**config.mk**
```make
export PLATFORM = sky130hd
export DESIGN_NAME = lnu_control_status
export DESIGN_NICKNAME = d
export VERILOG_FILES = /design/src/hdl/lnu_pkg.sv /design/src/hdl/lnu_mode_decode.sv /design/src/hdl/lnu_control_status.sv
export VERILOG_INCLUDE_DIRS = /design/src /design/src/hdl
export SDC_FILE = /design/constraint.sdc
export NUM_CORES = 1
export LEC_CHECK = 0
export BUFFER_PORTS_ARGS = -buffer_cell sky130_fd_sc_hd__buf_4
export CAP_MARGIN = 0
export CORE_UTILIZATION = 54
export DETAILED_ROUTE_END_ITERATION = 7
export PLACE_DENSITY_LB_ADDON = 0.3
export RECOVER_POWER = 100
export SLEW_MARGIN = 20
export SYNTH_ARGS = -nofsm -noshare
export SYNTH_HDL_FRONTEND = slang
export SYNTH_SLANG_ARGS = --single-unit
export TNS_END_PERCENT = 1
```
**constraint.sdc**
```tcl
create_clock -name mclk -period 1.76 [get_ports mclk]
set_clock_uncertainty 0.05 [all_clocks]
set_input_delay 0.088 -clock mclk [delete_from_list [all_inputs] [get_ports mclk]]
set_output_delay 0.088 -clock mclk [all_outputs]
set_load 0.1 [all_outputs]
```
**src/hdl/lnu_defines.svh**
```systemverilog
// What this block does
// - writing one to soft reset resets controller; bit clears itself when done
// - revision select zero picks enhanced checksum, one picks classic checksum
// - bus mode codes 00/01/10 give both checks, neither, checksum only; no listen
// - bus mode code 11 is listen mode with checksum and time-out active
// - byte mode codes 00/01/10 give 8-bit no, even, odd parity, no listen
// - byte mode code 11 is listen mode, 8-bit, no parity
// - enable bit turns controller off at zero, on at one, in both modes
// - command field only acts while the controller enable is set
// - command 000 waits for header and aborts; 001 sends a header
// - command 010 receives a response; 011 sends a response
// - byte mode: 100 stops both, 11x enables receive, 1x1 enables transmit
// - identifier status reads 0xx normally, 100..111 for ids 0x3c..0x3f
// - busy status reads one while receiving or transmitting
// - error summary sets with any of eight error flags; raises error interrupt if enabled
// - writing one to error summary clears it and all error flags
// - in byte mode a data register read also clears the error summary
// - identifier flag set on slave id present or master header done; irq if enabled
// - in bus mode, after any protocol error the controller returns to command 000
// - receive-done set at response end in bus mode, per character in byte mode
`ifndef LNU_DEFINES_SVH
`define LNU_DEFINES_SVH
`define LNU_ADDR_W         8
`define LNU_OFF_CTRL       8'hc8
`define LNU_OFF_STAT       8'hc9
`define LNU_OFF_IEN        8'hca
`define LNU_OFF_ERR        8'hcb
`define LNU_OFF_BTR        8'hcc
`define LNU_OFF_BRRL       8'hcd
`define LNU_OFF_BRRH       8'hce
`define LNU_OFF_DLR        8'hcf
`define LNU_OFF_IDR        8'hd0
`define LNU_OFF_SEL        8'hd1
`define LNU_OFF_DAT        8'hd2
`define LNU_BTR_RST        8'h20
`define LNU_IDR_RST        8'h80
`define LNU_BRRH_MASK      8'h0f
`define LNU_IEN_MASK       8'h0f
`define LNU_SEL_MASK       8'h0f
`define LNU_BTR_MASK       8'hbf
`define LNU_SWRES_CYC      4'h4
`define LNU_CMD_RXHDR      3'h0
`define LNU_CMD_TXHDR      3'h1
`define LNU_CMD_RXRSP      3'h2
`define LNU_CMD_TXRSP      3'h3
`define LNU_SPECIAL_ID_HI  4'hf
`endif

```
**src/hdl/lnu_pkg.sv**
```systemverilog
package lnu_pkg;
   typedef struct packed {
      logic       softReset;
      logic       legacyRevision;
      logic [1:0] configField;
      logic       controllerEnable;
      logic [2:0] commandField;
   } lnu_ctrl_s;

   typedef struct packed {
      logic checksumOn;
      logic timeoutOn;
      logic listenOn;
      logic parityOn;
      logic parityOdd;
      logic classicChecksum;
      logic byteRxOn;
      logic byteTxOn;
   } lnu_mode_s;

   // hardware event strobes from the frame engine
   typedef struct packed {
      logic       idPresent;
      logic       headerSent;
      logic       responseRxDone;
      logic       responseTxDone;
      logic       charRxDone;
      logic       charTxDone;
      logic [7:0] errorSet;
      logic       abortSeen;
      logic       busy;
      logic [5:0] rxIdentifier;
      logic       rxByteValid;
      logic [7:0] rxByte;
   } lnu_event_s;

   typedef enum logic [1:0] {
      LNU_IDLE,
      LNU_RESETTING
   } lnu_rst_e;

   typedef struct packed {
      lnu_ctrl_s  ctrl;
      logic [2:0] idStatus;
      logic       errSum;
      logic       idDone;
      logic       txDone;
      logic       rxDone;
      logic [3:0] irqEn;
      logic [7:0] errFlags;
      logic [7:0] bitTiming;
      logic [7:0] baudLow;
      logic [7:0] baudHigh;
      logic [7:0] dataLengths;
      logic [7:0] frameId;
      logic [7:0] bufSelect;
      logic [7:0] txData;
      logic [7:0] rxData;
      logic       txStart;
      logic       cmdStart;
      logic [7:0] rdData;
      lnu_rst_e   rstState;
      logic [3:0] rstCount;
   } lnu_state_s;
endpackage

```
**src/hdl/lnu_mode_decode.sv**
```systemverilog
`timescale 1ns/1ps
`include "lnu_defines.svh"
// turns the control register into mode flags for the frame engine
module lnu_mode_decode
(
   input  wire lnu_pkg::lnu_ctrl_s ctrl,
   input  wire logic               byteMode,
   output lnu_pkg::lnu_mode_s      mode
);
   always_comb
   begin
      mode                 = '0;
      mode.classicChecksum = ctrl.legacyRevision;
      if (!byteMode)
      begin
         // code 11 keeps both checks, like 00, but only listens
         mode.checksumOn = (ctrl.configField != 2'h1);
         mode.timeoutOn  = (ctrl.configField == 2'h0) || (ctrl.configField == 2'h3);
         mode.listenOn   = (ctrl.configField == 2'h3);
      end
      else
      begin
         mode.parityOn  = (ctrl.configField == 2'h1) || (ctrl.configField == 2'h2);
         mode.parityOdd = (ctrl.configField == 2'h2);
         mode.listenOn  = (ctrl.configField == 2'h3);
         // gated by enable: codes only act on an enabled controller
         mode.byteRxOn  = ctrl.controllerEnable && (ctrl.commandField[2:1] == 2'h3);
         mode.byteTxOn  = ctrl.controllerEnable && ctrl.commandField[2]
                          && ctrl.commandField[0];
      end
   end
endmodule // lnu_mode_decode

```
**src/hdl/lnu_control_status.sv**
```systemverilog
`timescale 1ns/1ps
`include "lnu_defines.svh"
// control and status registers of the bus/byte serial controller
module lnu_control_status
(
   input  wire logic                      mclk,
   input  wire logic                      rst_b,
   input  wire logic [`LNU_ADDR_W-1:0]    regAddr,
   input  wire logic [7:0]                regWrData,
   input  wire logic                      regWrite,
   input  wire logic                      regRead,
   output logic [7:0]                     regRdData,
   input  wire lnu_pkg::lnu_event_s       evt,
   output lnu_pkg::lnu_mode_s             mode,
   output logic                           coreEnable,
   output logic                           coreReset,
   output logic [2:0]                     coreCommand,
   output logic                           cmdStrobe,
   output logic                           txStart,
   output logic [7:0]                     txData,
   output logic [11:0]                    baudDivider,
   output logic [7:0]                     bitTimingOut,
   output logic [7:0]                     dataLengthsOut,
   output logic [7:0]                     frameIdOut,
   output logic [7:0]                     bufSelectOut,
   output logic                           errIrq,
   output logic                           idIrq,
   output logic                           txIrq,
   output logic                           rxIrq
);
   lnu_pkg::lnu_state_s stateQ;
   lnu_pkg::lnu_state_s stateD;
   logic                byteMode;
   logic                wrCtrl;
   logic                wrStat;
   logic                rdDat;
   logic                wrDat;
   logic                anyError;
   logic [5:0]          seenId;

   // byte mode is selected by the top command bit
   assign byteMode = stateQ.ctrl.commandField[2];

   lnu_mode_decode uModeDecode
   (
      .ctrl     (stateQ.ctrl),
      .byteMode (byteMode),
      .mode     (mode)
   );

   function automatic logic hit(input logic [`LNU_ADDR_W-1:0] a,
                                input logic [`LNU_ADDR_W-1:0] off);
      hit = (a == off);
   endfunction

   assign wrCtrl   = regWrite && hit(regAddr, `LNU_OFF_CTRL);
   assign wrStat   = regWrite && hit(regAddr, `LNU_OFF_STAT);
   assign rdDat    = regRead && hit(regAddr, `LNU_OFF_DAT);
   assign wrDat    = regWrite && hit(regAddr, `LNU_OFF_DAT);
   assign anyError = |evt.errorSet;
   // a master header carries our own identifier, not a received one
   assign seenId   = evt.idPresent ? evt.rxIdentifier : stateQ.frameId[5:0];

   // next-state logic for all registers
   always_comb
   begin
      stateD         = stateQ;
      stateD.txStart = 1'b0;
      stateD.cmdStart = 1'b0;
      stateD.rdData  = 8'h00;

      // software writes to plain registers
      if (regWrite)
      begin
         case (regAddr)
            `LNU_OFF_CTRL:
            begin
               stateD.ctrl = lnu_pkg::lnu_ctrl_s'(regWrData);
               // writing zero to soft reset does nothing while one is pending
               stateD.ctrl.softReset = stateQ.ctrl.softReset | regWrData[7];
               // the command only goes out with the enable set; dropped during soft reset
               stateD.cmdStart = regWrData[3] && !coreReset;
            end
            `LNU_OFF_IEN:  stateD.irqEn       = regWrData[3:0];
            `LNU_OFF_BTR:  stateD.bitTiming   = regWrData & `LNU_BTR_MASK;
            `LNU_OFF_BRRL: stateD.baudLow     = regWrData;
            `LNU_OFF_BRRH: stateD.baudHigh    = regWrData & `LNU_BRRH_MASK;
            `LNU_OFF_DLR:  stateD.dataLengths = regWrData;
            `LNU_OFF_IDR:  stateD.frameId     = {stateQ.frameId[7:6], regWrData[5:0]};
            `LNU_OFF_SEL:  stateD.bufSelect   = regWrData & `LNU_SEL_MASK;
            `LNU_OFF_DAT:
            begin
               stateD.txData  = regWrData;
               stateD.txStart = stateQ.ctrl.controllerEnable;
            end
            default: ;
         endcase
      end

      // write-one-to-clear flags; sets below override these clears
      if (wrStat && regWrData[3])
      begin
         stateD.errSum   = 1'b0;
         stateD.errFlags = 8'h00;
      end
      if (wrStat && regWrData[2])
         stateD.idDone = 1'b0;
      if (wrStat && regWrData[1])
         stateD.txDone = 1'b0;
      if (wrStat && regWrData[0])
         stateD.rxDone = 1'b0;
      if (byteMode && rdDat)
      begin
         stateD.errSum = 1'b0;
         stateD.rxDone = 1'b0;
      end
      if (byteMode && wrDat)
         stateD.txDone = 1'b0;

      // hardware events; set wins over a same-cycle clear
      if (stateQ.ctrl.controllerEnable)
      begin
         stateD.errFlags = stateD.errFlags | evt.errorSet;
         if (evt.abortSeen)
            stateD.errFlags[7] = 1'b1;
         // summary rises with any flag and falls only on a clear, so a byte-mode
         // data read can leave flags standing behind a cleared summary
         if (anyError || evt.abortSeen)
            stateD.errSum = 1'b1;
         if (evt.idPresent || evt.headerSent)
         begin
            stateD.idDone = 1'b1;
            if (seenId[5:2] == `LNU_SPECIAL_ID_HI)
               stateD.idStatus = {1'b1, seenId[1:0]};
            else
               stateD.idStatus = 3'h0;
         end
         if ((!byteMode && evt.responseRxDone) || (byteMode && evt.charRxDone))
            stateD.rxDone = 1'b1;
         if ((!byteMode && evt.responseTxDone) || (byteMode && evt.charTxDone))
            stateD.txDone = 1'b1;
         if (evt.rxByteValid)
            stateD.rxData = evt.rxByte;
         // protocol error drops back to the withdrawal command
         if (anyError && !byteMode)
            stateD.ctrl.commandField = `LNU_CMD_RXHDR;
      end

      // self-clearing soft reset sequence
      case (stateQ.rstState)
         lnu_pkg::LNU_IDLE:
         begin
            if (stateD.ctrl.softReset)
            begin
               stateD.rstState = lnu_pkg::LNU_RESETTING;
               stateD.rstCount = `LNU_SWRES_CYC;
            end
         end
         lnu_pkg::LNU_RESETTING:
         begin
            if (stateQ.rstCount == 4'h0)
            begin
               // control, status and error flags return to reset values, bit timing and identifier too
               stateD.ctrl        = '0;
               stateD.idStatus    = 3'h0;
               stateD.errSum      = 1'b0;
               stateD.idDone      = 1'b0;
               stateD.txDone      = 1'b0;
               stateD.rxDone      = 1'b0;
               stateD.errFlags    = 8'h00;
               stateD.bitTiming   = `LNU_BTR_RST;
               stateD.frameId     = `LNU_IDR_RST;
               stateD.rstState    = lnu_pkg::LNU_IDLE;
            end
            else
               stateD.rstCount = stateQ.rstCount - 4'h1;
         end
         default: stateD.rstState = lnu_pkg::LNU_IDLE;
      endcase

      // read mux, data valid one cycle later
      if (regRead)
      begin
         case (regAddr)
            `LNU_OFF_CTRL: stateD.rdData = stateQ.ctrl;
            `LNU_OFF_STAT: stateD.rdData = {stateQ.idStatus, evt.busy,
                                            stateQ.errSum, stateQ.idDone,
                                            stateQ.txDone, stateQ.rxDone};
            `LNU_OFF_IEN:  stateD.rdData = {4'h0, stateQ.irqEn};
            `LNU_OFF_ERR:  stateD.rdData = stateQ.errFlags;
            `LNU_OFF_BTR:  stateD.rdData = stateQ.bitTiming;
            `LNU_OFF_BRRL: stateD.rdData = stateQ.baudLow;
            `LNU_OFF_BRRH: stateD.rdData = stateQ.baudHigh;
            `LNU_OFF_DLR:  stateD.rdData = stateQ.dataLengths;
            `LNU_OFF_IDR:  stateD.rdData = stateQ.frameId;
            `LNU_OFF_SEL:  stateD.rdData = stateQ.bufSelect;
            `LNU_OFF_DAT:  stateD.rdData = stateQ.rxData;
            default:       stateD.rdData = 8'h00;
         endcase
      end
   end

   // single state register
   always_ff @(posedge mclk or negedge rst_b)
   begin
      if (!rst_b)
      begin
         stateQ           <= '0;
         stateQ.bitTiming <= `LNU_BTR_RST;
         stateQ.frameId   <= `LNU_IDR_RST;
         stateQ.rstState  <= lnu_pkg::LNU_IDLE;
      end
      else
         stateQ <= stateD;
   end

   // outputs to the frame engine
   assign regRdData      = stateQ.rdData;
   assign coreEnable     = stateQ.ctrl.controllerEnable;
   assign coreReset      = (stateQ.rstState == lnu_pkg::LNU_RESETTING);
   assign coreCommand    = stateQ.ctrl.commandField;
   // a command write only starts something on an enabled controller
   assign cmdStrobe      = stateQ.cmdStart;
   assign txStart        = stateQ.txStart;
   assign txData         = stateQ.txData;
   assign baudDivider    = {stateQ.baudHigh[3:0], stateQ.baudLow};
   assign bitTimingOut   = stateQ.bitTiming;
   assign dataLengthsOut = stateQ.dataLengths;
   assign frameIdOut     = stateQ.frameId;
   assign bufSelectOut   = stateQ.bufSelect;
   assign errIrq         = stateQ.errSum && stateQ.irqEn[3];
   assign idIrq          = stateQ.idDone && stateQ.irqEn[2];
   assign txIrq          = stateQ.txDone && stateQ.irqEn[1];
   assign rxIrq          = stateQ.rxDone && stateQ.irqEn[0];
endmodule // lnu_control_status

```
# Yosys cells after proc, flatten, opt, wreduce, memory -nomap -nowiden
# Index checks and enable logic that the tools add are counted.
# word_totals
register_bits	99
latch_bits	0
ramBits	0
mem_bits_ro	0
in_bits	51
out_inout_bits	79
word_cells	141
mem_count	0
# classes
n_addsub	1
mul	0
n_div	0
magnitude_cmp	0
n_eq_ne	21
shift	0
mux	48
bitwise_logic	2
reduce_logical	44
# op_table
cell	count
== test 8 bit (second input constant)	11
two-way mux 8 bit	11
one-hot mux 8 bit (11 select lines)	1
two-way mux 56 bit	1
two-way mux 16 bit	2
two-way mux 15 bit	2
logical AND 1 bit	22
two-way mux 6 bit	3
AND reduction 2 bit	8
two-way mux 1 bit	14
two-way mux 4 bit	3
two-way mux 10 bit	1
two-way mux 2 bit	5
two-way mux 3 bit	3
bitwise OR 8 bit	1
one-hot mux 4 bit (2 select lines)	1
OR reduction 8 bit	1
== test 2 bit (second input constant)	3
logical OR 1 bit	6
inequality test 2 x 1 -> 1 bit (second input constant)	3
== test 2 x 1 -> 1 bit (second input constant)	2
== test 4 bit (second input constant)	1
logical NOT 2 bit	2
logical NOT 4 bit	1
7 further kinds	8

# Depth between registers and ports, before layout
# depth
ltp_word	9
depth_mapped	6
ltp_nobuf	6

# Modules after synthesis
# A second synthesis with hierarchy kept.
# hier_totals
cells_unflattened	494
hier_area_um2	5313.8
# modules_own_cells
module	n_inst	cells_each	area_each_um2	seq_area_each_um2
lnu_control_status	1	482	5221.3	2429.8
lnu_mode_decode	1	12	92.6	0.0

# Worst setup path after synthesis
# OpenSTA, ideal clock, no wires.
# synth_path
path_kind	register to output
from	register stateQ, in the netlist coreEnable
to	output mode[0] (netlist name)
arrival_time_ns	2.318
required_ns	1.622
slack_ns	-0.696
path_stages_with_launch	4
path_buffers	2
cell_sequence	dfrtp_1 -> clkbuf_1 -> clkbuf_1 -> and3_1
# synth_lines
item	line	source
start: declaration	lnu_control_status.sv:31	lnu_pkg::lnu_state_s stateQ;
start signal: assignment	lnu_control_status.sv:214	stateQ <= stateD;
end: declaration	lnu_control_status.sv:14	output lnu_pkg::lnu_mode_s mode,

==> reports/metrics.csv <==
metric,value,unit
top cell type's share of synthesized area,44.80,%
register share of total power,45.1,%
cell-internal power,4.008,mW
Yosys reg bits,97,
syn_area_per_cell,10.81,um^2
1st-pass router iterations,4,
switching share of power,38.42,%
Tmin final,1.738,ns
Cell variety after synth,55,
Initial Util,56.62,%
Synth top cells by count,"dfrtp_1 (95), buf_4 (64), mux2_2 (54)",
GRT Resource Usage Total,29.71,%
CP Max Fanout,10,
power share of the combinational group,29.9,%
Layout area overhead,19.90,%
H-tree depth,3,
die width,101.1,um
dpl cells,695,
Clk pwr share,25.0,%
DRT iter0 DRCs,333,
ys flop type,dfrtp_1,
largest net degree at the start of global routing,40,
number of remaining DRC errors,0,
Startpoint Class,flip-flop,
antenna violations before repair,0,
arrival time worst endpoint,1.60,ns
register area share after synthesis,45.79,%
Synth area leaders,"dfrtp_1 (45%), mux2_2 (11%), buf_4 (9.1%)",
max-cap violations,0,
Worst Hold Class,in -> reg,
DR vias/cell,5.749,
Final Hold Viols,0,
CTS tree,yes,
IO Pins,130,
die area,10230,um^2
pwr dens,1023,nW/um^2
global-route wire length before repair,22410,um
RSZ-0062 raised after global routing,true,
Synth Cell Area,5306,um^2
hpwl dp,10620,um
Slew @ Worst Pin,1.059,ns
Post-CTS Setup Repair Bufs,0,
period utilization,98.74,%
maximum clock frequency,0.5754,GHz
via count,4214,
number of port buffers,124,
number of synthesized flops with an enable pin,0,
clk buf depth,2,
Final setup viols,0,
Yosys Warn Count,0,
Net Switching,2.501,mW
global route hottest layer,met2,
total power after layout,6.509,mW
max-slew violation count,0,
drt total wl,14680,um
Routed Antenna Nets,0,
"CTS clk-pin slew, worst paths",0.10,ns
gr ovfl total,0,
outcome,completed,
Placer Congestion,0.9555,
clk_lat worst skew,0.37,ns
met2 Use GR,46.99,%
diode count,0,
core area,9371,um^2
Setup TNS Final,0,ns
Num CTS Buffers,9,
DR WL/cell,20.02,um
Critical Path RT,1.62,ns
Post-Syn Instances,491,
Die Ht,101.1,um
"Max stage delay cell, worst path",dfrtp_1,
Finished Layout Cells,733,
met3 usage,6.073,%
GR Util met1,39.80,%
share of cells above drive strength 1,40.23,%
Yosys top cell by area,dfrtp_1,
vias in the first global route,4162,
Crit Path Category,reg -> out,
CP peak stage delay,0.47,ns
clock sink count,97,
Lkg Pwr,3.277,nW
VDD IR max,0.6687,mV
ys async rst share,100.0,%
CP Capture Type,output port,
"count leader, synth",dfrtp_1,
Layout Utilization,67.89,%
r2r setup slk,0.11,ns
Nets,654,
Slew headroom,28.69,%
CP Cell Sequence,buf_4 > inv_1 > nor2_1 > buf_6,
root buffer cell,clkbuf_8,
Rows,35,
-- through the flow --
stage	setup WS, ns	hold WS [ns]	cell area (um^2)
after global routing	-0.01435	0.01640	6362
final	0.02220	0.01466	6362
after detailed placement	-0.01328	0.04588	6177
after global placement	0.01099	0.03846	6177
after CTS	0.02342	0.005170	6615
after floorplan	-0.4178	-0.2576	5326
-- layout make-up --
cell class,instances,area (um^2)
tap,129,161.4
timing repair buffer,185,1244
clock buffer,10,127.6
fill,795,3009
multi-input combinational,298,2278
sequential,97,2431
clock inverter,6,90.09
inverter,8,30.03
-- flip-flops by register name, indices dropped and copies added (netlist names), 3 cells and up --
register / count
stateQ: 36
baudDivider: 12
dataLengthsOut: 8
bufSelectOut: 4
regRdData: 8
coreCommand: 3
txData: 8
frameIdOut: 7
bitTimingOut: 8
-- layout by cell type (no fill, tap or decap), types with 5 or more instances in the layout --
cell type | synthesis | final
a21oi_1 | 7 | 7
nand3_1 | 8 | 8
mux2_2 | 54 | 54
nand2_1 | 19 | 19
clkbuf_8 | 0 | 9
nand4_1 | 7 | 7
nor2b_1 | 5 | 5
conb_1 | 1 | 5
o21ai_0 | 6 | 7
a22oi_1 | 10 | 10
nor3_1 | 10 | 9
clkbuf_2 | 0 | 71
and2_1 | 10 | 10
clkbuf_1 | 19 | 9
buf_4 | 64 | 78
dfrtp_1 | 95 | 94
dlygate4sd3_1 | 0 | 22
inv_1 | 8 | 8
and3_1 | 8 | 6
o2bb2ai_1 | 6 | 6
nor2_1 | 44 | 44
mux2i_1 | 41 | 41
-- critical path, delay by kind of cell (launching register included) --
kind	cells	cell delay, ns
buf+inv	3	0.59
flops	1	0.47
simple gates	1	0.17
-- path summary, 6_finish.rpt --
path	depth (start not counted)	to	from
setup / recovery	4	mode[4]	coreCommand[2]$_DFF_PN0_
hold / removal	3	stateQ[87]$_DFF_PN0_	evt[24]
setup reg to reg	6	stateQ[92]$_DFF_PN0_	stateQ[0]$_DFFE_PN0P_
hold reg to reg	1	stateQ[0]$_DFFE_PN0P_	stateQ[0]$_DFFE_PN0P_
max in group asynchronous	3	regRdData[2]$_DFF_PN0_	rst_b
min in group asynchronous	2	dataLengthsOut[2]$_DFFE_PN0P_	rst_b
-- per-layer routing --
metal / wire length (um) / up-vias / share of wire, %
li1: - / 1884 / -
met1: 6101 / 2075 / 42
met2: 7039 / 217 / 48
met3: 1078 / 38 / 7.3
met4: 459 / 0 / 3.1
met5: 0 / - / 0
-- kinds of logic (layout without fill, tap and decap cells) --
family / count (synthesis) / after routing / synth area share, %
adders and majority gates: 4 / 4 / 0.9432
other: 1 / 5 / 0.07067
and+or+nand+nor: 134 / 134 / 13.61
buffers and inverters: 100 / 209 / 11.79
xor gates and xnor gates: 1 / 1 / 0.1651
muxes: 96 / 96 / 19.62
AOI/OAI and AO/OA: 58 / 58 / 8.017
DFF: 97 / 97 / 45.79
-- power by group through the flow --
stage	logic (mW)	clock network, mW	registers, mW
floorplan	1.51	0	2.90
global placement	1.93	0	2.94
CTS	2.01	1.64	2.92
detailed placement	1.96	0	2.96
global route	2.08	1.73	2.98
finish	1.95	1.63	2.93
-- repair_timing --
item                                    in CTS  in global routing
hold endpoints to repair                    71                  0
gates resized for setup                      0                  4
hold buffers                                22                  0
endpoints found under the setup margin       0                  4
Power figures use the tool's default switching activity.
